File: config.mk
export PLATFORM = sky130hd
export DESIGN_NAME = secl_top
export DESIGN_NICKNAME = d
export VERILOG_FILES = /design/src/secl_desc_ram.v /design/src/secl_top.v
export VERILOG_INCLUDE_DIRS = /design/src /design/src/src
export SDC_FILE = /design/constraint.sdc
export NUM_CORES = 2
export LEC_CHECK = 0
export BUFFER_PORTS_ARGS = -buffer_cell sky130_fd_sc_hd__buf_2
export CELL_PAD_IN_SITES_DETAIL_PLACEMENT = 0
export CELL_PAD_IN_SITES_GLOBAL_PLACEMENT = 1
export CORE_MARGIN = 5
export CORE_UTILIZATION = 50
export CTS_BUF_LIST = sky130_fd_sc_hd__clkbuf_2
export CTS_CLUSTER_DIAMETER = 30
export DETAILED_ROUTE_END_ITERATION = 10
export GPL_TIMING_DRIVEN = 1
export PLACE_DENSITY = 0.8
export SYNTH_ARGS = -nofsm -noshare
export SYNTH_HDL_FRONTEND = slang
export SYNTH_SLANG_ARGS = --single-unit
File: constraint.sdc
create_clock -name sys_clk -period 3.9 [get_ports sys_clk]
set_input_delay 0.78 -clock sys_clk [delete_from_list [all_inputs] [get_ports sys_clk]]
set_output_delay 0.78 -clock sys_clk [all_outputs]
set_load 0.01 [all_outputs]
File: src/secl_map.vh
// Register map, serial frame codes, image offsets and timing for the EEPROM loader.
`ifndef SECL_MAP_VH
`define SECL_MAP_VH

// ----------------------------------------------------------------------------
// Register word indices (byte address = 4 * index)
// ----------------------------------------------------------------------------
`define SECL_REG_CMD        4'h0
`define SECL_REG_DATA       4'h1
`define SECL_REG_STA_LO     4'h2
`define SECL_REG_STA_HI     4'h3
`define SECL_REG_WAKE       4'h4
`define SECL_REG_PME        4'h5
`define SECL_REG_DESC_STAT  4'h6
`define SECL_REG_DESC_SEL   4'h7
`define SECL_REG_RAM_ADDR   4'h8
`define SECL_REG_RAM_DATA   4'h9

// ----------------------------------------------------------------------------
// Command register fields
// ----------------------------------------------------------------------------
`define SECL_CMD_BUSY_BIT   31
`define SECL_CMD_OP_HI      30
`define SECL_CMD_OP_LO      28
`define SECL_CMD_TO_BIT     10
`define SECL_CMD_LOAD_BIT   9

// Host commands held in the command field.
`define SECL_OP_READ        3'h0
`define SECL_OP_ERASE_WRITE_DISABLE_COMMAND        3'h1
`define SECL_OP_ERASE_WRITE_ENABLE_COMMAND        3'h2
`define SECL_OP_WRITE       3'h3
`define SECL_OP_WRITE_ALL_COMMAND        3'h4
`define SECL_OP_ERASE       3'h5
`define SECL_OP_ERASE_ALL_COMMAND        3'h6
`define SECL_OP_RELOAD      3'h7

// ----------------------------------------------------------------------------
// Serial frame coding
// ----------------------------------------------------------------------------
`define SECL_LEN_SHORT      5'h0a
`define SECL_LEN_LONG       5'h12
`define SECL_OPC_READ       2'h2
`define SECL_OPC_WRITE      2'h1
`define SECL_OPC_ERASE      2'h3
`define SECL_OPC_SPECIAL    2'h0
`define SECL_SUB_ERASE_WRITE_DISABLE_COMMAND       2'h0
`define SECL_SUB_WRITE_ALL_COMMAND       2'h1
`define SECL_SUB_ERASE_ALL_COMMAND       2'h2
`define SECL_SUB_ERASE_WRITE_ENABLE_COMMAND       2'h3
`define SECL_POLL_SETTLE    19'h00004

// ----------------------------------------------------------------------------
// Image layout
// ----------------------------------------------------------------------------
`define SECL_IMG_MARK_ADDR  7'h00
`define SECL_IMG_MARK       8'ha5
`define SECL_IMG_MAC_FIRST  7'h01
`define SECL_IMG_MAC_LAST   7'h06
`define SECL_IMG_WAKE_LO    7'h07
`define SECL_IMG_WAKE_HI    7'h08
`define SECL_IMG_PME_LO     7'h09
`define SECL_IMG_PME_HI     7'h0a
`define SECL_IMG_POL_LO     7'h0e
`define SECL_IMG_POL_HI     7'h0f
`define SECL_IMG_DESC_FIRST 7'h25
`define SECL_IMG_DESC_LAST  7'h3c
`define SECL_IMG_LOAD_LAST  7'h3c
`define SECL_DESC_COUNT     12
`define SECL_DESC_FIXED_1ST 6
`define SECL_DESC_STR_LAST  4
`define SECL_DESC_FIX_LEN   8'h12

// ----------------------------------------------------------------------------
// Timing
// ----------------------------------------------------------------------------
`define SECL_CLK_KHZ        10000
`define SECL_TIMEOUT_MS     30
`define SECL_TIMEOUT_CYCLES 19'h493e0
`define SECL_SK_LAST        3'h7
`define SECL_SK_RISE        3'h3

`endif

File: src/secl_desc_ram.v
// Descriptor RAM holding the loaded image, with registered read data.
module secl_desc_ram (
  input  wire       sys_clk,
  input  wire       wr_en,
  input  wire [8:0] wr_addr,
  input  wire [7:0] wr_data,
  input  wire [8:0] rd_addr,
  output reg  [7:0] rd_data
);

  reg [7:0] mem [0:511];

  always @(posedge sys_clk) begin
    if (wr_en) begin
      mem[wr_addr] <= wr_data;
    end
    rd_data <= mem[rd_addr];
  end

endmodule // secl_desc_ram

File: src/secl_top.v
// Serial EEPROM command engine, image loader and register slave.
// ----------------------------------------------------------------------------
// ----------------------------------------------------------------------------
//
// Implementation choices: the Avalon-MM register port and the placing of the registers.
`include "secl_map.vh"

module secl_top #(
  parameter [18:0] TIMEOUT_CYCLES = `SECL_TIMEOUT_CYCLES
) (
  input  wire        sys_clk,
  input  wire        sys_rst,
  input  wire        soft_reset_req,
  input  wire [3:0]  avs_address,
  input  wire        avs_read,
  input  wire        avs_write,
  input  wire [31:0] avs_writedata,
  input  wire [3:0]  avs_byteenable,
  output reg  [31:0] avs_readdata,
  output reg         avs_waitrequest,
  output reg         ee_cs,
  output reg         serial_memory_clock,
  output reg         ee_di,
  input  wire        ee_do,
  output reg         usb_disconnect
);

  // --------------------------------------------------------------------------
  // State and storage
  // --------------------------------------------------------------------------
  localparam [3:0] ST_IDLE  = 4'b0001;
  localparam [3:0] ST_FRAME = 4'b0010;
  localparam [3:0] ST_GAP   = 4'b0100;
  localparam [3:0] ST_POLL  = 4'b1000;

  reg  [3:0]  state;
  reg  [2:0]  div_cnt;
  reg  [4:0]  bit_cnt;
  reg  [4:0]  frame_len;
  reg  [17:0] tx;
  reg  [7:0]  rx;
  reg         needs_poll;
  reg  [18:0] to_cnt;
  reg         do_meta;
  reg         do_sync;
  reg         command_busy_flag;
  reg         command_timeout_flag;
  reg         data_loaded;
  reg  [2:0]  op;
  reg  [8:0]  eeprom_word_address_field;
  reg  [7:0]  eeprom_data_register;
  reg         loading;
  reg         load_req;
  reg  [6:0]  load_addr;
  reg  [47:0] station_address;
  reg  [11:0] pin_wakeup_enable_field;
  reg  [11:0] pin_wakeup_polarity_field;
  reg  [15:0] power_event_flags;
  reg  [95:0] desc_len;
  reg  [95:0] desc_off;
  reg  [3:0]  desc_sel;
  reg  [8:0]  ram_rd_addr;
  reg  [31:0] rd_mux;
  wire [7:0]  ram_rd_data;
  wire [11:0] desc_present;
  wire [11:0] desc_error;
  wire        busy_any = command_busy_flag | loading | load_req;
  wire        bus_take = avs_write & ~avs_waitrequest;
  wire        ram_we   = loading && (state == ST_GAP) && (div_cnt == `SECL_SK_LAST);
  wire [7:0]  sel_len  = desc_len[{desc_sel, 3'h0} +: 8];
  wire [7:0]  sel_off  = desc_off[{desc_sel, 3'h0} +: 8];
  wire        lang_ok  = data_loaded & (|desc_present[`SECL_DESC_STR_LAST:0]);

  // --------------------------------------------------------------------------
  // Frame builder
  // --------------------------------------------------------------------------
  // The serial address field is seven bits wide so that the frame lengths
  // come out at exactly ten and eighteen clocks.
  function [17:0] frame_word;
    input [2:0] cmd;
    input [6:0] adr;
    input [7:0] dat;
    begin
      case (cmd)
        `SECL_OP_WRITE: frame_word = {1'b1, `SECL_OPC_WRITE, adr, dat};
        `SECL_OP_WRITE_ALL_COMMAND:  frame_word = {1'b1, `SECL_OPC_SPECIAL, `SECL_SUB_WRITE_ALL_COMMAND, 5'h00, dat};
        `SECL_OP_ERASE: frame_word = {1'b1, `SECL_OPC_ERASE, adr, 8'h00};
        `SECL_OP_ERASE_ALL_COMMAND:  frame_word = {1'b1, `SECL_OPC_SPECIAL, `SECL_SUB_ERASE_ALL_COMMAND, 5'h00, 8'h00};
        `SECL_OP_ERASE_WRITE_ENABLE_COMMAND:  frame_word = {1'b1, `SECL_OPC_SPECIAL, `SECL_SUB_ERASE_WRITE_ENABLE_COMMAND, 5'h00, 8'h00};
        `SECL_OP_ERASE_WRITE_DISABLE_COMMAND:  frame_word = {1'b1, `SECL_OPC_SPECIAL, `SECL_SUB_ERASE_WRITE_DISABLE_COMMAND, 5'h00, 8'h00};
        default:        frame_word = {1'b1, `SECL_OPC_READ, adr, 8'h00};
      endcase
    end
  endfunction

  // --------------------------------------------------------------------------
  // Descriptor checks
  // --------------------------------------------------------------------------
  genvar k;
  generate
    for (k = 0; k < `SECL_DESC_COUNT; k = k + 1) begin : g_desc
      wire [7:0] len = desc_len[8*k +: 8];
      wire       fix = (k >= `SECL_DESC_FIXED_1ST);
      assign desc_error[k]   = fix && (len != 8'h00) && (len != `SECL_DESC_FIX_LEN);
      assign desc_present[k] = (len != 8'h00) && !desc_error[k];
    end
  endgenerate

  secl_desc_ram u_ram (
    .sys_clk (sys_clk),
    .wr_en   (ram_we),
    .wr_addr ({2'b00, load_addr}),
    .wr_data (rx),
    .rd_addr (ram_rd_addr),
    .rd_data (ram_rd_data)
  );

  // --------------------------------------------------------------------------
  // Register read mux
  // --------------------------------------------------------------------------
  always @* begin
    rd_mux = 32'h0000_0000;
    case (avs_address)
      `SECL_REG_CMD: begin
        rd_mux[`SECL_CMD_BUSY_BIT]               = busy_any;
        rd_mux[`SECL_CMD_OP_HI:`SECL_CMD_OP_LO]  = op;
        rd_mux[`SECL_CMD_TO_BIT]                 = command_timeout_flag;
        rd_mux[`SECL_CMD_LOAD_BIT]               = data_loaded;
        rd_mux[8:0]                              = eeprom_word_address_field;
      end
      `SECL_REG_DATA:      rd_mux[7:0] = eeprom_data_register;
      `SECL_REG_STA_LO:    rd_mux = station_address[31:0];
      `SECL_REG_STA_HI:    rd_mux[15:0] = station_address[47:32];
      `SECL_REG_WAKE:      rd_mux = {4'h0, pin_wakeup_polarity_field,
                                     4'h0, pin_wakeup_enable_field};
      `SECL_REG_PME:       rd_mux[16:0] = {lang_ok, power_event_flags};
      `SECL_REG_DESC_STAT: rd_mux = {4'h0, desc_error, 4'h0, desc_present};
      `SECL_REG_DESC_SEL: begin
        rd_mux[31:28] = desc_sel;
        rd_mux[23:16] = desc_present[desc_sel] ? sel_len : 8'h00;
        rd_mux[8:0]   = desc_present[desc_sel] ? {sel_off, 1'b0} : 9'h000;
      end
      `SECL_REG_RAM_ADDR:  rd_mux[8:0] = ram_rd_addr;
      `SECL_REG_RAM_DATA:  rd_mux[7:0] = ram_rd_data;
      default:             rd_mux = 32'h0000_0000;
    endcase
  end

  // --------------------------------------------------------------------------
  // Bus slave, command engine and loader
  // --------------------------------------------------------------------------
  always @(posedge sys_clk) begin
    if (sys_rst) begin
      avs_readdata              <= 32'h0000_0000;
      avs_waitrequest           <= 1'b1;
      ee_cs                     <= 1'b0;
      serial_memory_clock       <= 1'b0;
      ee_di                     <= 1'b0;
      usb_disconnect            <= 1'b1;
      state                     <= ST_IDLE;
      div_cnt                   <= 3'h0;
      bit_cnt                   <= 5'h00;
      frame_len                 <= 5'h00;
      tx                        <= 18'h00000;
      rx                        <= 8'h00;
      needs_poll                <= 1'b0;
      to_cnt                    <= 19'h00000;
      do_meta                   <= 1'b0;
      do_sync                   <= 1'b0;
      command_busy_flag         <= 1'b0;
      command_timeout_flag      <= 1'b0;
      data_loaded               <= 1'b0;
      op                        <= `SECL_OP_READ;
      eeprom_word_address_field <= 9'h000;
      eeprom_data_register      <= 8'h00;
      loading                   <= 1'b0;
      load_req                  <= 1'b1;
      load_addr                 <= 7'h00;
      station_address           <= 48'h0000_0000_0000;
      pin_wakeup_enable_field   <= 12'h000;
      pin_wakeup_polarity_field <= 12'h000;
      power_event_flags         <= 16'h0000;
      desc_len                  <= 96'h0;
      desc_off                  <= 96'h0;
      desc_sel                  <= 4'h0;
      ram_rd_addr               <= 9'h000;
    end else begin
      do_meta <= ee_do;
      do_sync <= do_meta;

      // One wait cycle on every access; read data is registered meanwhile.
      if ((avs_read | avs_write) & avs_waitrequest) begin
        avs_waitrequest <= 1'b0;
        avs_readdata    <= rd_mux;
      end else begin
        avs_waitrequest <= 1'b1;
      end

      if (soft_reset_req) begin
        load_req       <= 1'b1;
        usb_disconnect <= 1'b1;
      end

      // Writes to the command or data register while busy are dropped.
      if (bus_take && !busy_any) begin
        case (avs_address)
          `SECL_REG_CMD: begin
            if (avs_byteenable[0]) eeprom_word_address_field[7:0] <= avs_writedata[7:0];
            if (avs_byteenable[1]) begin
              eeprom_word_address_field[8] <= avs_writedata[8];
              if (avs_writedata[`SECL_CMD_TO_BIT]) command_timeout_flag <= 1'b0;
            end
            if (avs_byteenable[3]) begin
              op <= avs_writedata[`SECL_CMD_OP_HI:`SECL_CMD_OP_LO];
              if (avs_writedata[`SECL_CMD_BUSY_BIT]) begin
                if (avs_writedata[`SECL_CMD_OP_HI:`SECL_CMD_OP_LO] == `SECL_OP_RELOAD) begin
                  load_req <= 1'b1;
                end else begin
                  command_busy_flag <= 1'b1;
                end
              end
            end
          end
          `SECL_REG_DATA: if (avs_byteenable[0]) eeprom_data_register <= avs_writedata[7:0];
          default: ;
        endcase
      end
      if (bus_take) begin
        if (avs_address == `SECL_REG_DESC_SEL && avs_byteenable[3])
          desc_sel <= avs_writedata[31:28];
        if (avs_address == `SECL_REG_RAM_ADDR && avs_byteenable[0])
          ram_rd_addr <= {avs_byteenable[1] ? avs_writedata[8] : ram_rd_addr[8],
                          avs_writedata[7:0]};
      end

      case (state)
        ST_IDLE: begin
          div_cnt <= 3'h0;
          bit_cnt <= 5'h00;
          if (load_req) begin
            // A reload drops data_loaded and desc_len only, so a failed one leaves the other fields at their earlier values.
            load_req    <= 1'b0;
            loading     <= 1'b1;
            data_loaded <= 1'b0;
            desc_len    <= 96'h0;
            load_addr   <= `SECL_IMG_MARK_ADDR;
            tx          <= frame_word(`SECL_OP_READ, `SECL_IMG_MARK_ADDR, 8'h00);
            frame_len   <= `SECL_LEN_LONG;
            needs_poll  <= 1'b0;
            ee_cs       <= 1'b1;
            ee_di       <= 1'b1;
            state       <= ST_FRAME;
          end else if (command_busy_flag) begin
            tx <= frame_word(op, eeprom_word_address_field[6:0],
                             eeprom_data_register);
            frame_len <= (op == `SECL_OP_READ || op == `SECL_OP_WRITE ||
                          op == `SECL_OP_WRITE_ALL_COMMAND) ? `SECL_LEN_LONG : `SECL_LEN_SHORT;
            needs_poll <= (op == `SECL_OP_WRITE || op == `SECL_OP_WRITE_ALL_COMMAND ||
                           op == `SECL_OP_ERASE || op == `SECL_OP_ERASE_ALL_COMMAND);
            ee_cs <= 1'b1;
            ee_di <= 1'b1;
            state <= ST_FRAME;
          end
        end
        ST_FRAME: begin
          div_cnt <= div_cnt + 3'h1;
          if (div_cnt == `SECL_SK_RISE) serial_memory_clock <= 1'b1;
          if (div_cnt == `SECL_SK_LAST) begin
            serial_memory_clock <= 1'b0;
            rx      <= {rx[6:0], do_sync};
            tx      <= {tx[16:0], 1'b0};
            ee_di   <= tx[16];
            bit_cnt <= bit_cnt + 5'h01;
            if (bit_cnt == frame_len - 5'h01) begin
              ee_cs <= 1'b0;
              ee_di <= 1'b0;
              state <= ST_GAP;
            end
          end
        end
        ST_GAP: begin
          // Chip select stays low for one full serial clock period.
          div_cnt <= div_cnt + 3'h1;
          if (div_cnt == `SECL_SK_LAST) begin
            bit_cnt <= 5'h00;
            if (loading) begin
              if (load_addr >= `SECL_IMG_MAC_FIRST && load_addr <= `SECL_IMG_MAC_LAST)
                station_address <= {rx, station_address[47:8]};
              case (load_addr)
                `SECL_IMG_WAKE_LO: pin_wakeup_enable_field[7:0]    <= rx;
                `SECL_IMG_WAKE_HI: pin_wakeup_enable_field[11:8]   <= rx[3:0];
                `SECL_IMG_PME_LO:  power_event_flags[7:0]          <= rx;
                `SECL_IMG_PME_HI:  power_event_flags[15:8]         <= rx;
                `SECL_IMG_POL_LO:  pin_wakeup_polarity_field[7:0]  <= rx;
                `SECL_IMG_POL_HI:  pin_wakeup_polarity_field[11:8] <= rx[3:0];
                default: ;
              endcase
              if (load_addr >= `SECL_IMG_DESC_FIRST && load_addr <= `SECL_IMG_DESC_LAST) begin
                if (load_addr[0]) desc_len <= {rx, desc_len[95:8]};
                else desc_off <= {rx, desc_off[95:8]};
              end
              if (load_addr == `SECL_IMG_MARK_ADDR && rx != `SECL_IMG_MARK) begin
                loading        <= 1'b0;
                usb_disconnect <= 1'b0;
                state          <= ST_IDLE;
              end else if (load_addr == `SECL_IMG_LOAD_LAST) begin
                loading        <= 1'b0;
                data_loaded    <= 1'b1;
                usb_disconnect <= 1'b0;
                state          <= ST_IDLE;
              end else begin
                load_addr <= load_addr + 7'h01;
                tx        <= frame_word(`SECL_OP_READ, load_addr + 7'h01, 8'h00);
                ee_cs     <= 1'b1;
                ee_di     <= 1'b1;
                state     <= ST_FRAME;
              end
            end else if (needs_poll) begin
              to_cnt <= 19'h00000;
              ee_cs  <= 1'b1;
              state  <= ST_POLL;
            end else begin
              if (op == `SECL_OP_READ) eeprom_data_register <= rx;
              command_busy_flag <= 1'b0;
              state             <= ST_IDLE;
            end
          end
        end
        ST_POLL: begin
          // The memory holds its data line low while programming, high when done.
          to_cnt <= to_cnt + 19'h00001;
          if (to_cnt >= `SECL_POLL_SETTLE && do_sync) begin
            ee_cs             <= 1'b0;
            command_busy_flag <= 1'b0;
            state             <= ST_IDLE;
          end else if (to_cnt == TIMEOUT_CYCLES - 19'h00001) begin
            command_timeout_flag <= 1'b1;
            ee_cs                <= 1'b0;
            command_busy_flag    <= 1'b0;
            state                <= ST_IDLE;
          end
        end
        default: state <= ST_IDLE;
      endcase
    end
  end

endmodule // secl_top

==> reports/results.txt <==
Final Hold Viols - 0
Pin count of the biggest net entering global routing - 169
Placeable Area - 117000 um^2
Synthesized cell area - 58800 um^2
First-pass GRT wire length - 223000 um
Fillers - 9426
Area leader, netlist - edfxtp_1
Drt via density - 5.86
Post-synth ARST share - 0
Most common cell in the synthesized netlist - edfxtp_1
Non-Filler Instances - 6306
# nets final - 4571
Top post-synthesis cells by count - edfxtp_1, nand2_1, dfxtp_1
CTS max path bufs - 4
Layout cells sized above 1 - 0.250
Max VDD drop - 0.000286 V
# DRC - 0
Hpwl dp - 91200 um
Vias in the first global route - 36926
Final ANT Viol Nets - 0
Synth top area share - 0.523
Max Cap Viol - 0
Clock Skew - 0.173 ns
CTS Sinks - 1456
YS warnings - 0
Syn Nets - 4186
Highest Clock Rate - 290 MHz
RD Place Congestion - 0.872
First-pass detailed-route iteration total - 6
Die width - 353 um
Setup_tns - 0 ns
DP Area - 61300 um^2
Placed cells - 5600
Minimum clock period - 3.45 ns
Cell count after synthesis - 4129
Boundary pin count - 83
Buffers inserted by post-CTS timing repair - 0
Worst path arrival time - 4.93 ns
H-tree depth - 5
DR iter-0 viols - 4218
# port buffers - 63
Final period util - 0.885
CTS Hold Bufs - 52
EDFF count, synth - 1024
Main flop type after synthesis - edfxtp_1
Cell Pwr Density - 434 nW/um^2
Synthesis-stage register bit count - 1456
Hold Crit Class - in -> reg
Initial Utilization - 0.505
Relative slew slack - 0.180
LEAKAGE - 21.2 nW
Crit path launch type - primary input
Clock latency on the worst-skew pair - 1.62 ns
Pwr Total - 28.3 mW
Number of cell rows - 125
Required time of the critical path - 5.38 ns
Initial antenna violation count - 7
Drt wl/cell - 23.4 um
Worst Tran Pin Value - 1.23 ns
Setup crit end kind - flip-flop
Vias - 36973
Area of the multi-input gates - 18100 um^2
Grt ovf - 0
Clock Tree Root - clkbuf_2
WS Path Type - in -> reg
Status - finished, final reports clean
Final Setup Violations - 0
Synthesis-to-finish area growth - 11.0%
Clk slew on worst S/H paths - 0.09 ns
Total GRT Usage - 0.234
Die height - 353 um
CP max FO - 12
CTS Buf Count - 384
Syn Area/Cell - 14.2 um^2
Register area share after synthesis - 0.670
Overall routed net length - 147000 um
Unique masters post-synth - 87
Register area - 39400 um^2
Post_cts resized - 0
Pins over their slew limit - 0
Die ar. - 125000 um^2
RSZ-0062 raised after global routing - no
Top area cells in the synthesized netlist - edfxtp_1, dfxtp_1, mux4_2
Clock tree from TritonCTS - yes
Fin area - 65300 um^2
-- layer usage --
layer	part of all wire	vias up	GRT usage
met3	0.084	234	0.0561
met1	0.41	18434	0.319
met4	0.025	4	0.0810
li1	-	16738	-
met2	0.48	1563	0.373
met5	0.00018	-	0
-- state kept, by name, indices dropped and copies added, names as in the netlist, 9 cells and up --
register,flops
desc_len,96
pin_wakeup_enable_field,12
desc_off,96
station_address,48
pin_wakeup_polarity_field,12
ram_rd_addr,9
eeprom_word_address_field,9
avs_readdata,32
tx,17
to_cnt,19
power_event_flags,16
u_ram.mem,1024
-- area by class of cell --
| type | instances | area share |
|---|---|---|
| flip-flops and latches | 1456 | 0.604 |
| multi-input cells | 2360 | 0.277 |
| clock buffers | 530 | 0.0406 |
| repair buffers | 289 | 0.0355 |
| well taps | 1524 | 0.0292 |
| clock inverters | 119 | 0.0116 |
| inverters | 23 | 0.00132 |
| diodes | 5 | 0.000192 |
-- final timing paths --
kind | from | end | slack [ns] | depth (start not counted)
min | avs_writedata[3] | ram_rd_addr[3] | 0.21 | 4
min reg2reg | desc_off[88] | desc_off[80] | 0.44 | 2
max | avs_address[0] | eeprom_word_address_field[7] | 0.45 | 9
max reg2reg | rx[2] | tx[2] | 0.69 | 7
-- cells by family (layout without fill, tap and decap cells) --
kind of cell	count (synthesis)	in the layout	share of synthesized area
AO/OA/AOI/OAI	658	658	0.0708
XOR/XNOR	35	35	0.00545
adder cells (fa/ha/maj)	11	11	0.00234
buffers and inverters	313	961	0.0233
flip-flops	1456	1456	0.670
multiplexers	423	423	0.136
other	0	5	0
AND/OR/NAND/NOR	1233	1233	0.0924
-- through the flow --
stage | hold WS (ns) | utilization | setup WS (ns)
floorplan | 0.414 | - | 0.128
global placement | 0.426 | 0.526 | 0.713
detailed placement | 0.425 | 0.526 | 0.604
CTS | 0.00793 | 0.560 | 0.678
global route | 0.0874 | 0.560 | 0.402
finish | 0.210 | 0.560 | 0.447
-- power breakdown --
group | internal (mW) | leakage, nW | switching (mW) | total [mW]
registers | 16.4 | 13.0 | 0.123 | 16.5
clock network | 4.28 | 2.59 | 5.99 | 10.3
logic | 0.434 | 5.62 | 1.10 | 1.53
-- worst max-delay path: stages --
cell	delay [ns]
dlygate4sd3_1	0.55
buf_2	0.20
nor4_2	0.70
dlygate4sd3_1	0.76
and2_1	0.51
nand3_1	0.13
dlygate4sd3_1	0.58
a21oi_1	0.14
dlygate4sd3_1	0.58
-- layout by cell type (no fill, tap or decap), drive strengths merged, types with 16 or more instances in the layout --
cell,count
mux2i,120
nand4,25
buf,237
a22oi,33
xor2,17
inv,21
o211ai,25
and2,16
o21ai,41
nand2,598
nand3,156
clkbuf,530
a222oi,23
clkinv,109
mux4,299
xnor2,17
nor4,36
nor2,293
edfxtp,1024
nor2b,34
a21oi,357
dfxtp,432
o22ai,49
a211oi,52
dlygate4sd3,52
No activity file was read; power rests on OpenSTA's default activity.
